--- src/design/rvsr_pkg.sv ---
// constants, types and decode functions for the regulator voltage select registers
package rvsr_pkg;

	typedef logic [11:0] rvsr_mv_t;

	// register byte addresses on the host register port
	localparam logic [7:0] RVSR_ADDR_CONV_LOW = 8'h05;
	localparam logic [7:0] RVSR_ADDR_CONV_HIGH = 8'h06;
	localparam logic [7:0] RVSR_ADDR_SLEW = 8'h07;
	localparam logic [7:0] RVSR_ADDR_LDO_A = 8'h08;
	localparam logic [7:0] RVSR_ADDR_LDO_B = 8'h09;

	// values after undervoltage lockout, and the slew code that applies the target at once
	localparam logic [5:0] RVSR_CONV_LOW_RST = 6'h10;
	localparam logic [5:0] RVSR_CONV_HIGH_RST = 6'h08;
	localparam logic [2:0] RVSR_SLEW_RST = 3'h6;
	localparam logic [2:0] RVSR_SLEW_IMMEDIATE = 3'h7;

	// field positions inside the linear regulator control registers
	localparam int RVSR_LDO_UPPER_LSB = 4;
	localparam int RVSR_LDO_LOWER_LSB = 0;

	// strap sampling: cycles after release until the filtered strap level is valid
	localparam logic [2:0] RVSR_STRAP_SETTLE = 3'h4;

	// preset codes per strap combination, packed {four, three, two, one}
	localparam logic [11:0] RVSR_STRAP_DEFAULT [4] = '{12'he39, 12'h6d4, 12'h2c2, 12'hfff};

	// ramp timing: one code step of 25 mV at the fastest rate of 7.2 mV/us
	localparam int RVSR_CLK_PERIOD_NS = 50;
	localparam int RVSR_STEP_UV = 25000;
	localparam int RVSR_FAST_RATE_UV_PER_US = 7200;
	localparam int RVSR_FAST_STEP_NS = RVSR_STEP_UV * 1000 / RVSR_FAST_RATE_UV_PER_US;
	localparam int RVSR_FAST_STEP_CYCLES = RVSR_FAST_STEP_NS / RVSR_CLK_PERIOD_NS;

	localparam rvsr_mv_t RVSR_LDO_ONE_MV [8] = '{12'h320, 12'h3e8, 12'h4b0, 12'h5dc,
		12'h708, 12'h834, 12'h9c4, 12'haf0};
	localparam rvsr_mv_t RVSR_LDO_TWO_MV [8] = '{12'h4b0, 12'h514, 12'h708, 12'ha28,
		12'ha8c, 12'haf0, 12'hb54, 12'hbb8};
	localparam rvsr_mv_t RVSR_LDO_FOUR_MV [8] = '{12'h3e8, 12'h4b0, 12'h514, 12'h708,
		12'ha28, 12'ha8c, 12'haf0, 12'hbb8};

	function automatic rvsr_mv_t rvsr_conv_mv(input logic [5:0] code);
		rvsr_mv_t k;
		k = {7'h00, code[4:0]};
		if (!code[5]) begin
			return 12'h320 + k * 12'h019;
		end else if (code[4:0] <= 5'h1c) begin
			return 12'h640 + k * 12'h032;
		end else begin
			return 12'hc1c + (k - 12'h01d) * 12'h064;
		end
	endfunction : rvsr_conv_mv

	// idx 0..3 selects regulator one..four
	function automatic rvsr_mv_t rvsr_ldo_mv(input logic [1:0] idx, input logic [2:0] code);
		case (idx)
			2'h0, 2'h2: return RVSR_LDO_ONE_MV[code];
			2'h1: return RVSR_LDO_TWO_MV[code];
			default: return RVSR_LDO_FOUR_MV[code];
		endcase
	endfunction : rvsr_ldo_mv

endpackage : rvsr_pkg

--- src/design/rvsr_ramp_if.sv ---
// carrier between the register bank and the converter ramp stepper
`timescale 1ns/100ps
interface rvsr_ramp_if;
	logic [5:0] target_code;
	logic [2:0] slew_code;
	logic [5:0] applied_code;
	logic busy;

	modport ctrl (output target_code, output slew_code, input applied_code, input busy);
	modport ramp (input target_code, input slew_code, output applied_code, output busy);
endinterface : rvsr_ramp_if

--- src/design/rvsr_top.sv ---
// register slice: converter two targets and slew, linear regulator codes with strap presets
`timescale 1ns/100ps

module rvsr_top #(
	parameter int STEP_BASE_CYCLES = rvsr_pkg::RVSR_FAST_STEP_CYCLES
) (
	input wire logic ref_clk,
	input wire logic rstn,
	input wire logic strap_select_a,
	input wire logic strap_select_b,
	input wire logic step_down_two_select_pin,
	input wire logic reg_wr_en,
	input wire logic reg_rd_en,
	input wire logic [7:0] reg_addr,
	input wire logic [7:0] reg_wr_data,
	output logic [7:0] reg_rd_data,
	output logic [2:0] slew_code,
	output logic [3:0][2:0] linear_reg_code,
	output logic [3:0][11:0] linear_reg_mv,
	output logic [5:0] converter_code,
	output rvsr_pkg::rvsr_mv_t converter_mv,
	output logic ramp_busy,
	output logic presets_loaded
);
	import rvsr_pkg::*;

	// pin synchronisers: index 0 strap a, 1 strap b, 2 converter select
	logic [2:0] pin_raw;
	logic [2:0] pin_clean;

	assign pin_raw = {step_down_two_select_pin, strap_select_b, strap_select_a};

	genvar gp;
	generate
		for (gp = 0; gp < 3; gp++) begin : g_sync
			logic s1_reg, s2_reg, s3_reg, clean_reg, clean_next;
			always_comb begin
				clean_next = (s2_reg == s3_reg) ? s3_reg : clean_reg;
			end
			always_ff @(posedge ref_clk) begin
				if (!rstn) begin
					s1_reg <= 1'b0;
					s2_reg <= 1'b0;
					s3_reg <= 1'b0;
					clean_reg <= 1'b0;
				end else begin
					s1_reg <= pin_raw[gp];
					s2_reg <= s1_reg;
					s3_reg <= s2_reg;
					clean_reg <= clean_next;
				end
			end
			assign pin_clean[gp] = clean_reg;
		end
	endgenerate

	// register state
	logic [5:0] conv_low_reg, conv_low_next;
	logic [5:0] conv_high_reg, conv_high_next;
	logic [2:0] slew_reg, slew_next;
	logic [3:0][2:0] ldo_reg, ldo_next;
	logic [2:0] settle_reg, settle_next;
	logic loaded_reg, loaded_next;
	logic [7:0] rd_reg, rd_next;
	logic wr_conv_low, wr_conv_high, wr_slew, wr_ldo_a, wr_ldo_b, wr_ldo;
	logic [11:0] strap_preset;

	assign wr_conv_low = reg_wr_en && reg_addr == RVSR_ADDR_CONV_LOW;
	assign wr_conv_high = reg_wr_en && reg_addr == RVSR_ADDR_CONV_HIGH;
	assign wr_slew = reg_wr_en && reg_addr == RVSR_ADDR_SLEW;
	assign wr_ldo_a = reg_wr_en && reg_addr == RVSR_ADDR_LDO_A && loaded_reg;
	assign wr_ldo_b = reg_wr_en && reg_addr == RVSR_ADDR_LDO_B && loaded_reg;
	assign wr_ldo = wr_ldo_a || wr_ldo_b;
	assign strap_preset = RVSR_STRAP_DEFAULT[pin_clean[1:0]];

	always_comb begin
		conv_low_next = conv_low_reg;
		conv_high_next = conv_high_reg;
		slew_next = slew_reg;
		ldo_next = ldo_reg;
		settle_next = settle_reg;
		loaded_next = loaded_reg;
		if (wr_conv_low) begin
			conv_low_next = reg_wr_data[5:0];
		end
		if (wr_conv_high) begin
			conv_high_next = reg_wr_data[5:0];
		end
		if (wr_slew) begin
			slew_next = reg_wr_data[2:0];
		end
		// one-shot preset once the filtered strap levels are valid
		if (!loaded_reg) begin
			if (settle_reg == RVSR_STRAP_SETTLE) begin
				ldo_next = strap_preset;
				loaded_next = 1'b1;
			end else begin
				settle_next = settle_reg + 3'h1;
			end
		end
		if (wr_ldo_a) begin
			ldo_next[1] = reg_wr_data[RVSR_LDO_UPPER_LSB +: 3];
			ldo_next[0] = reg_wr_data[RVSR_LDO_LOWER_LSB +: 3];
		end
		if (wr_ldo_b) begin
			ldo_next[3] = reg_wr_data[RVSR_LDO_UPPER_LSB +: 3];
			ldo_next[2] = reg_wr_data[RVSR_LDO_LOWER_LSB +: 3];
		end
	end

	always_ff @(posedge ref_clk) begin
		if (!rstn) begin
			conv_low_reg <= RVSR_CONV_LOW_RST;
			conv_high_reg <= RVSR_CONV_HIGH_RST;
			slew_reg <= RVSR_SLEW_RST;
			ldo_reg <= '0;
			settle_reg <= 3'h0;
			loaded_reg <= 1'b0;
		end else begin
			conv_low_reg <= conv_low_next;
			conv_high_reg <= conv_high_next;
			slew_reg <= slew_next;
			ldo_reg <= ldo_next;
			settle_reg <= settle_next;
			loaded_reg <= loaded_next;
		end
	end

	// registered read port; unmapped addresses and reserved bits read zero
	always_comb begin
		rd_next = rd_reg;
		if (reg_rd_en) begin
			case (reg_addr)
				RVSR_ADDR_CONV_LOW: rd_next = {2'h0, conv_low_reg};
				RVSR_ADDR_CONV_HIGH: rd_next = {2'h0, conv_high_reg};
				RVSR_ADDR_SLEW: rd_next = {5'h00, slew_reg};
				RVSR_ADDR_LDO_A: rd_next = {1'b0, ldo_reg[1], 1'b0, ldo_reg[0]};
				RVSR_ADDR_LDO_B: rd_next = {1'b0, ldo_reg[3], 1'b0, ldo_reg[2]};
				default: rd_next = 8'h00;
			endcase
		end
	end

	always_ff @(posedge ref_clk) begin
		if (!rstn) begin
			rd_reg <= 8'h00;
		end else begin
			rd_reg <= rd_next;
		end
	end

	// converter two ramp
	rvsr_ramp_if rif ();

	assign rif.target_code = pin_clean[2] ? conv_high_reg : conv_low_reg;
	assign rif.slew_code = slew_reg;

	rvsr_ramp #(
		.STEP_BASE_CYCLES(STEP_BASE_CYCLES)
	) u_ramp (
		.ref_clk(ref_clk),
		.rstn(rstn),
		.rif(rif)
	);

	// voltage decode of applied codes
	rvsr_mv_t conv_mv_reg, conv_mv_next;

	always_comb begin
		conv_mv_next = rvsr_conv_mv(rif.applied_code);
	end

	always_ff @(posedge ref_clk) begin
		if (!rstn) begin
			conv_mv_reg <= 12'h000;
		end else begin
			conv_mv_reg <= conv_mv_next;
		end
	end

	genvar gl;
	generate
		for (gl = 0; gl < 4; gl++) begin : g_ldo_mv
			rvsr_mv_t mv_reg, mv_next;
			always_comb begin
				mv_next = rvsr_ldo_mv(2'(gl), ldo_reg[gl]);
			end
			always_ff @(posedge ref_clk) begin
				if (!rstn) begin
					mv_reg <= 12'h000;
				end else begin
					mv_reg <= mv_next;
				end
			end
			assign linear_reg_mv[gl] = mv_reg;
		end
	endgenerate

	assign reg_rd_data = rd_reg;
	assign slew_code = slew_reg;
	assign linear_reg_code = ldo_reg;
	assign converter_code = rif.applied_code;
	assign converter_mv = conv_mv_reg;
	assign ramp_busy = rif.busy;
	assign presets_loaded = loaded_reg;
endmodule : rvsr_top

--- src/design/rvsr_ramp.sv ---
// converter two code stepper: walks the applied code toward the target at the slew rate
`timescale 1ns/100ps
module rvsr_ramp #(
	parameter int STEP_BASE_CYCLES = rvsr_pkg::RVSR_FAST_STEP_CYCLES
) (
	input wire logic ref_clk,
	input wire logic rstn,
	rvsr_ramp_if.ramp rif
);
	import rvsr_pkg::*;

	logic [15:0] cnt_reg, cnt_next;
	logic [5:0] applied_reg, applied_next;
	logic busy_reg, busy_next;
	logic [15:0] interval;
	logic [5:0] stepped;

	always_comb begin
		// each slower code roughly halves the rate, so the interval doubles
		interval = 16'(STEP_BASE_CYCLES) << (3'h6 - rif.slew_code);
		stepped = (rif.target_code > applied_reg) ? applied_reg + 6'h01 : applied_reg - 6'h01;
		cnt_next = 16'h0000;
		applied_next = applied_reg;
		busy_next = 1'b0;
		if (applied_reg != rif.target_code) begin
			if (rif.slew_code == RVSR_SLEW_IMMEDIATE) begin
				applied_next = rif.target_code;
			end else begin
				busy_next = 1'b1;
				if (cnt_reg >= interval - 16'h0001) begin
					applied_next = stepped;
					busy_next = (stepped != rif.target_code);
				end else begin
					cnt_next = cnt_reg + 16'h0001;
				end
			end
		end
	end

	always_ff @(posedge ref_clk) begin
		if (!rstn) begin
			cnt_reg <= 16'h0000;
			applied_reg <= RVSR_CONV_LOW_RST;
			busy_reg <= 1'b0;
		end else begin
			cnt_reg <= cnt_next;
			applied_reg <= applied_next;
			busy_reg <= busy_next;
		end
	end

	assign rif.applied_code = applied_reg;
	assign rif.busy = busy_reg;
endmodule : rvsr_ramp

--- config.mk ---
export PLATFORM = sky130hd
export DESIGN_NAME = rvsr_top
export DESIGN_NICKNAME = d
export VERILOG_FILES = /design/src/design/rvsr_pkg.sv /design/src/design/rvsr_ramp_if.sv /design/src/design/rvsr_top.sv /design/src/design/rvsr_ramp.sv
export SDC_FILE = /design/constraint.sdc
export NUM_CORES = 1
export LEC_CHECK = 0
export BUFFER_PORTS_ARGS = -buffer_cell sky130_fd_sc_hd__buf_4
export CAP_MARGIN = 30
export CELL_PAD_IN_SITES_DETAIL_PLACEMENT = 0
export CELL_PAD_IN_SITES_GLOBAL_PLACEMENT = 1
export CORE_MARGIN = 2
export CORE_UTILIZATION = 44
export DETAILED_ROUTE_END_ITERATION = 7
export MAX_ROUTING_LAYER = met4
export PLACE_DENSITY = 0.84
export SYNTH_ARGS = -nofsm -noshare
export SYNTH_HDL_FRONTEND = slang
export SYNTH_SLANG_ARGS = --single-unit
--- constraint.sdc ---
create_clock -name ref_clk -period 5.2 [get_ports ref_clk]
set_clock_uncertainty 0.15 [all_clocks]
set_input_delay 1.04 -clock ref_clk [delete_from_list [all_inputs] [get_ports ref_clk]]
set_output_delay 1.04 -clock ref_clk [all_outputs]
set_load 0.02 [all_outputs]
==> results.py, run 1 <==
metrics = {
    "worst_setup_path": {
        "reg2regPathDepth": 13,
        "rrSetupSlack_ps": 850,
        "cpPeakStageDelay_ps": 460,
        "crit_top_cell": "ha_1",
        "cp.arrival_ps": 4550,
        "r2r_end": "converter_mv[11]$_SDFF_PN0_",
        "worstPathRequired_ps": 5400,
        "cp_cell_sequence": "inv_1 -> ha_1 -> xor2_1 -> inv_1 -> ha_1 -> ha_1 -> fa_1 -> ha_1 -> xor2_1 -> nor4b_4 -> a21oi_2 -> xnor3_1 -> a211oi_2",
        "r2r_start": "u_ramp.rif.applied_code[1]$_SDFFE_PN0P_",
        "path_max_fanout": 8,
        "worst_setup_path_end_kind": "flop",
        "cp_slowest_cell": "dfxtp_1",
        "critPathLaunchType": "flop",
        "path_class": "flop to flop",
    },
    "clock_network": {
        "insertion_delay_ps": 420,
        "post_cts_resized": 0,
        "cts_tree": "done",
        "cts_root_buffer": "clkbuf_16",
        "cts_max_path_buffers": 2,
        "post_cts_buffers": 0,
        "clock-sinks": 125,
        "clk_pin_slew_ps": 60,
        "numCtsBuffers": 17,
        "cts_hold_buf": 0,
        "cts_max_level": 4,
    },
    "sta": {
        "worst_slew_pin_slew_ps": 869.7,
        "period_needed_ps": 4354,
        "fmax_mhz": 229.7,
        "setup_viol": 0,
        "hold_viol": 0,
        "rsz0062_at_grt": "false",
        "relSlewSlack_pct": 41.84,
        "maxSlewViolCount": 0,
        "tns_ps": 0,
        "min_period_over_period_pct": 83.73,
    },
    "layout": {
        "nets": 1099,
        "diodes": 0,
        "layout-drive-gt1-share_pct": 16.00,
        "largest_register_ffs": 40,
        "syn2layout_area_growth_pct": 19.15,
    },
    "pwr": {
        "ir_worst_vdd_mv": 0.2415,
        "power_density_nw_per_um2": 272.4,
        "p_total_mw": 2.487,
        "p_leak_nw": 4.091,
    },
    "drt": {
        "detail_route.wirelength_mm": 17.42,
        "vias_per_cell": 5.176,
        "first_iter_violations": 340,
        "wl_per_cell_um": 14.59,
        "drc": 0,
        "route.antenna.remaining_nets": 0,
        "vias": 6180,
        "dr.pass1.iters": 6,
    },
    "placed_design": {
        "port_buffers": 103,
        "dp_hpwl_mm": 12.82,
        "gp_congestion": 0.8574,
    },
    "die": {
        "dieArea_um2": 18490,
        "rows": 48,
        "die_h_um": 136.0,
        "start_util_pct": 44.61,
        "core_area_um2": 17180,
        "io_pins": 114,
        "dieWidth_um": 136.0,
    },
    "grt": {
        "overflow": 0,
        "grt_max_degree": 63,
        "grt_pass1_vias": 5964,
        "grt_first_pass_wirelength_mm": 29.09,
        "grt.total_usage_pct": 20.49,
        "antenna_found_initial": 0,
    },
    "synthesis": {
        "syn_area_per_cell_um2": 8.828,
        "ys_seq_area_share_pct": 32.66,
        "synthesis.area_um2": 7662,
        "synth-main-ff-cell": "dfxtp_1",
        "synth_edf_count": 0,
        "ys_seq_elements": 125,
        "synthArstFlopShare_pct": 0,
        "yosys_warnings": 0,
        "yosysTopAreaCell": "dfxtp_1",
        "syn_inst": 868,
        "ys_types": 61,
        "synth_top_area_share_pct": 32.66,
        "synthTopCellsByArea": "dfxtp_1 (33%), ha_1 (18%), nand2_1 (4.2%)",
    },
    "job": {
        "maxCapViolCount": 0,
    },
    "min_path": {
        "hold_end": "g_sync[1].s2_reg$_SDFF_PN0_",
        "min_path_cells": 1,
        "hp-start": "g_sync[1].s1_reg$_SDFF_PN0_",
        "hp-class": "flop to flop",
    },
    "run_status": {
        "status": "finished, final reports clean",
    },
}
cells in the final DEF, fill, tap and decap left out, drive strengths merged, types with 9 or more instances in the layout:
cell	instances
o21ai	28
dfxtp	125
a211oi	9
inv	65
xor2	23
ha	111
o211ai	9
nand2b	18
buf	106
a21boi	15
conb	9
nand3	36
nor2	61
nand2	86
xnor2	33
nor3	10
mux2i	15
and3	12
clkbuf	21
and2	19
a21oi	58
cells in the mapped netlist, drive strengths merged, types with 2 or more instances:
library cell / count
o21bai: 4
and2: 19
nor3: 10
xor2: 23
nand2: 86
and3: 12
o211ai: 9
o22ai: 2
a211oi: 9
o21ai: 28
a21boi: 15
ha: 111
nand2b: 18
nor2b: 4
nor3b: 2
nor2: 61
fa: 8
a31o: 2
and3b: 2
a21o: 6
clkbuf: 25
a21oi: 58
o2bb2ai: 2
a311oi: 5
buf: 19
or2: 5
a221oi: 6
o211a: 4
mux2i: 15
nand4: 7
nand3: 36
xnor2: 33
inv: 64
o21a: 5
nor4: 4
a31oi: 4
dfxtp: 125
a2bb2oi: 3
mux2: 4
a222oi: 2
cell type report:
cell class / instances / area [µm²]
Clock buffer: 21 / 460.4
Tap cell: 225 / 281.5
Timing Repair Buffer: 106 / 795.8
Sequential cell: 125 / 2502
Clock inverter: 10 / 115.1
Multi-Input combinational cell: 642 / 4731
Fill cell: 1655 / 8046
Inverter: 65 / 244.0
stage by stage:
| step | area (µm²) | setup slack [ps] | cells | utilization [%] | hold WS (ps) |
|---|---|---|---|---|---|
| finish | 9130 | 845.9 | 1194 | 53.15 | 279.7 |
| global route | 9130 | 537.1 | 1194 | 53.15 | 305.2 |
| CTS | 9130 | 783.2 | 1194 | 53.15 | 281.8 |
| detailed placement | 8554 | 805.2 | 1163 | 49.80 | 268.6 |
| global placement | 8554 | 881.6 | 1163 | 49.80 | 266.9 |
| floorplan | 7692 | 928.8 | 876 | - | 261.9 |
worst max-delay path by stage:
stage	from	end	slack (ps)	cells past startpoint
floorplan	u_ramp.rif.applied_code[0]$_SDFFE_PN0P_	converter_mv[11]$_SDFF_PN0_	930	14
global placement	u_ramp.rif.applied_code[1]$_SDFFE_PN0P_	converter_mv[11]$_SDFF_PN0_	880	13
detailed placement	u_ramp.rif.applied_code[1]$_SDFFE_PN0P_	converter_mv[11]$_SDFF_PN0_	810	13
CTS	u_ramp.rif.applied_code[1]$_SDFFE_PN0P_	converter_mv[11]$_SDFF_PN0_	780	13
global route	u_ramp.rif.applied_code[1]$_SDFFE_PN0P_	converter_mv[11]$_SDFF_PN0_	540	13
finish	u_ramp.rif.applied_code[1]$_SDFFE_PN0P_	converter_mv[11]$_SDFF_PN0_	850	13
report_power, final:
part / internal, mW / switching, mW
clock: 0.727 / 0.440
combinational: 0.115 / 0.158
sequential: 1.01 / 0.0400
total: 1.85 / 0.637
worst max-delay path, delay by kind of cell (launching register included):
| kind | cells | cell delay [ps] |
|---|---|---|
| fa+ha+maj | 5 | 1700 |
| flops | 1 | 460 |
| buf+inv | 2 | 370 |
| simple gates | 1 | 340 |
| xor+xnor | 3 | 980 |
| compound gates | 2 | 290 |
cells by family after synthesis:
kind of cell,count (synthesis),share of synthesized area [%]
AOI/OAI and AO/OA,168,14.60
xor gates and xnor gates,57,6.695
adders and majority gates,119,20.22
buffers and inverters,109,5.993
DFF,125,32.66
muxes,19,2.547
other,1,0.04894
and+or+nand+nor,270,17.24
routing by layer:
layer  vias up  GRT usage (%)  wire (µm)
li1       3132              -          -
met1      2889          26.58       8291
met2       136          31.57       7984
met3        23          5.183        880
met4         0          6.134        263
met5         -              -          0
(Power assumes the default switching activity.)
==> inputs of run 2 (changes only) <==
--- a/config.mk
+++ b/config.mk
@@ -5,15 +5,16 @@
 export SDC_FILE = /design/constraint.sdc
 export NUM_CORES = 1
 export LEC_CHECK = 0
+export ABC_AREA = 1
 export BUFFER_PORTS_ARGS = -buffer_cell sky130_fd_sc_hd__buf_4
 export CAP_MARGIN = 30
 export CELL_PAD_IN_SITES_DETAIL_PLACEMENT = 0
 export CELL_PAD_IN_SITES_GLOBAL_PLACEMENT = 1
 export CORE_MARGIN = 2
-export CORE_UTILIZATION = 44
+export CORE_UTILIZATION = 38
 export DETAILED_ROUTE_END_ITERATION = 7
 export MAX_ROUTING_LAYER = met4
-export PLACE_DENSITY = 0.84
+export PLACE_DENSITY = 0.79
 export SYNTH_ARGS = -nofsm -noshare
 export SYNTH_HDL_FRONTEND = slang
 export SYNTH_SLANG_ARGS = --single-unit
==> constraint.sdc (replaced) <==
create_clock -name ref_clk -period 3.65 [get_ports ref_clk]
set_clock_uncertainty 0.15 [all_clocks]
set_input_delay 0.73 -clock ref_clk [delete_from_list [all_inputs] [get_ports ref_clk]]
set_output_delay 0.73 -clock ref_clk [all_outputs]
set_load 0.02 [all_outputs]
==> results.py, run 2 <==
metrics = {
    "synthesis": {
        "ys_types": 50,
        "synth_common_cells": "nand2_1 (220), inv_1 (147), dfxtp_1 (125)",
        "synthArstFlopShare_pct": 0,
        "ys_seq_area_share_pct": 31.46,
        "yosysTopAreaCell": "dfxtp_1",
        "syn_area_per_cell_um2": 7.482,
        "ys_seq_elements": 125,
        "synthTopCellsByArea": "dfxtp_1 (31%), ha_1 (17%), nand2_1 (10%)",
        "synth_top_area_share_pct": 31.46,
        "yosys_warnings": 0,
        "syn_inst": 1063,
        "synthesis.area_um2": 7954,
        "synth_edf_count": 0,
        "yosysMostFrequentCell": "nand2_1",
        "synth-main-ff-cell": "dfxtp_1",
    },
    "placed_design": {
        "gp_congestion": 0.8465,
        "dp_cells": 1441,
        "place_ws_ps": 1.113,
        "dp_hpwl_mm": 14.70,
        "port_buffers": 103,
    },
    "run_status": {
        "status": "finished, final reports clean",
    },
    "layout": {
        "layout-drive-gt1-share_pct": 20.27,
        "syn2layout_area_growth_pct": 24.13,
        "diodes": 0,
        "instances_no_fill": 1474,
        "layout_common_cells": "nand2_1 (216), inv_1 (145), buf_4 (128), dfxtp_1 (121), ha_1 (103)",
        "largest_register_ffs": 40,
        "nets": 1333,
        "final_common_cell": "nand2_1",
    },
    "worst_setup_path": {
        "path_max_fanout": 6,
        "critPathLaunchType": "flop",
        "worst_setup_path_end_kind": "flop",
        "worstPathRequired_ps": 3860,
        "path_class": "flop to flop",
        "cp.arrival_ps": 3760,
    },
    "grt": {
        "grt_max_degree": 45,
        "overflow": 0,
        "antenna_found_initial": 0,
        "gr-usage-met2_pct": 28.77,
        "grt.total_usage_pct": 18.62,
        "grt_util_met1_pct": 24.36,
        "grt_first_pass_wirelength_mm": 32.00,
        "top_usage_layer": "met2",
        "grt_pass1_vias": 6629,
        "grt.met3_usage_pct": 4.417,
    },
    "clock_network": {
        "cts_max_path_buffers": 2,
        "post_cts_buffers": 0,
        "clk_pin_slew_ps": 60,
        "numCtsBuffers": 17,
        "cts_tree": "done",
        "clock-sinks": 125,
        "cts_root_buffer": "clkbuf_16",
        "cts_hold_buf": 0,
        "insertion_delay_ps": 430,
        "cts_max_level": 4,
    },
    "pwr": {
        "power_density_nw_per_um2": 352.0,
        "ir_worst_vdd_mv": 0.2988,
        "p_total_mw": 3.476,
        "p_leak_nw": 4.860,
    },
    "sta": {
        "period_needed_ps": 3554,
        "setup_viol": 0,
        "whs_ps": 262.0,
        "rsz0062_at_grt": "true",
        "relSlewSlack_pct": 66.06,
        "worst_slew_pin_slew_ps": 509.1,
        "tns_ps": 0,
        "maxSlewViolCount": 0,
        "hold_viol": 0,
        "fmax_mhz": 281.4,
        "worst_slack_ps": 96.24,
        "min_period_over_period_pct": 97.36,
    },
    "die": {
        "start_util_pct": 39.06,
        "dieArea_um2": 22100,
        "dieWidth_um": 148.7,
        "io_pins": 114,
        "die_h_um": 148.7,
        "core_area_um2": 20360,
        "rows": 52,
    },
    "drt": {
        "drc": 0,
        "vias": 6873,
        "first_iter_violations": 242,
        "vias_per_cell": 4.663,
        "wl_per_cell_um": 13.22,
        "detail_route.wirelength_mm": 19.49,
        "dr.pass1.iters": 6,
        "route.antenna.remaining_nets": 0,
    },
    "min_path": {
        "hp-class": "flop to flop",
    },
    "job": {
        "maxCapViolCount": 0,
    },
}
[run 2: area by class of cell]
class | instances | area, µm²
multi-input combinational | 762 | 4901
timing repair buffer | 128 | 960.9
inverter | 157 | 591.8
clock buffer | 17 | 425.4
tap | 270 | 337.8
sequential | 125 | 2510
fill | 2050 | 10490
clock inverter | 15 | 146.4
[run 2: through the flow]
| stage | util, % | instance area, µm² |
|---|---|---|
| after floorplan | - | 7989 |
| after global placement | 44.83 | 9130 |
| after detailed placement | 44.83 | 9130 |
| after CTS | 47.66 | 9706 |
| after global routing | 48.48 | 9873 |
| final | 48.48 | 9873 |
[run 2: what timing repair did]
item | 4_1_cts | 5_1_grt
pin swaps | 0 | 5
cloned | 0 | 1
resized for setup | 2 | 37
endpoints found under the setup margin | 2 | 26
[run 2: cells by family after synthesis]
| family | count (synthesis) | synth area share (%) |
|---|---|---|
| buf+inv | 185 | 9.391 |
| compound gates | 174 | 12.03 |
| other cells | 1 | 0.04715 |
| fa+ha+maj | 119 | 19.47 |
| xor+xnor | 28 | 3.083 |
| flops | 125 | 31.46 |
| simple gates | 431 | 24.51 |
[run 2: power breakdown]
group          switching [mW]  internal (mW)  leakage, nW
sequential             0.0431           1.43         1.02
combinational           0.228          0.140         3.57
clock                   0.732          0.905        0.270
total                    1.00           2.47         4.86
[run 2: routing by layer]
layer  up-vias  routed length, µm
met4         0                232
met3        18                874
met1      3072               9413
li1       3683                  -
met5         -                  0
met2       100               8972
[run 2: worst max-delay path: stages (launching register included)]
cell	delay (ps)
dfxtp_2	370
ha_2	230
a21oi_4	190
xor2_2	190
ha_2	190
inv_1	40
fa_1	470
inv_1	50
fa_1	480
ha_4	300
nand2_1	70
or2_1	240
nand2_2	80
nor2_1	40
nand2_1	80
nand2_1	60
nand2_1	60
nand3_1	80
a21oi_2	120
[run 2: final timing paths]
| check | from | endpoint | slack [ps] | depth (start not counted) |
|---|---|---|---|---|
| max | u_ramp.rif.applied_code[2]$_SDFFE_PN0P_ | converter_mv[11]$_SDFF_PN0_ | 100 | 18 |
| min | g_sync[0].s1_reg$_SDFF_PN0_ | g_sync[0].s2_reg$_SDFF_PN0_ | 260 | 2 |
| max reg2reg | u_ramp.rif.applied_code[2]$_SDFFE_PN0P_ | converter_mv[11]$_SDFF_PN0_ | 100 | 18 |
| min reg2reg | g_sync[0].s1_reg$_SDFF_PN0_ | g_sync[0].s2_reg$_SDFF_PN0_ | 260 | 2 |
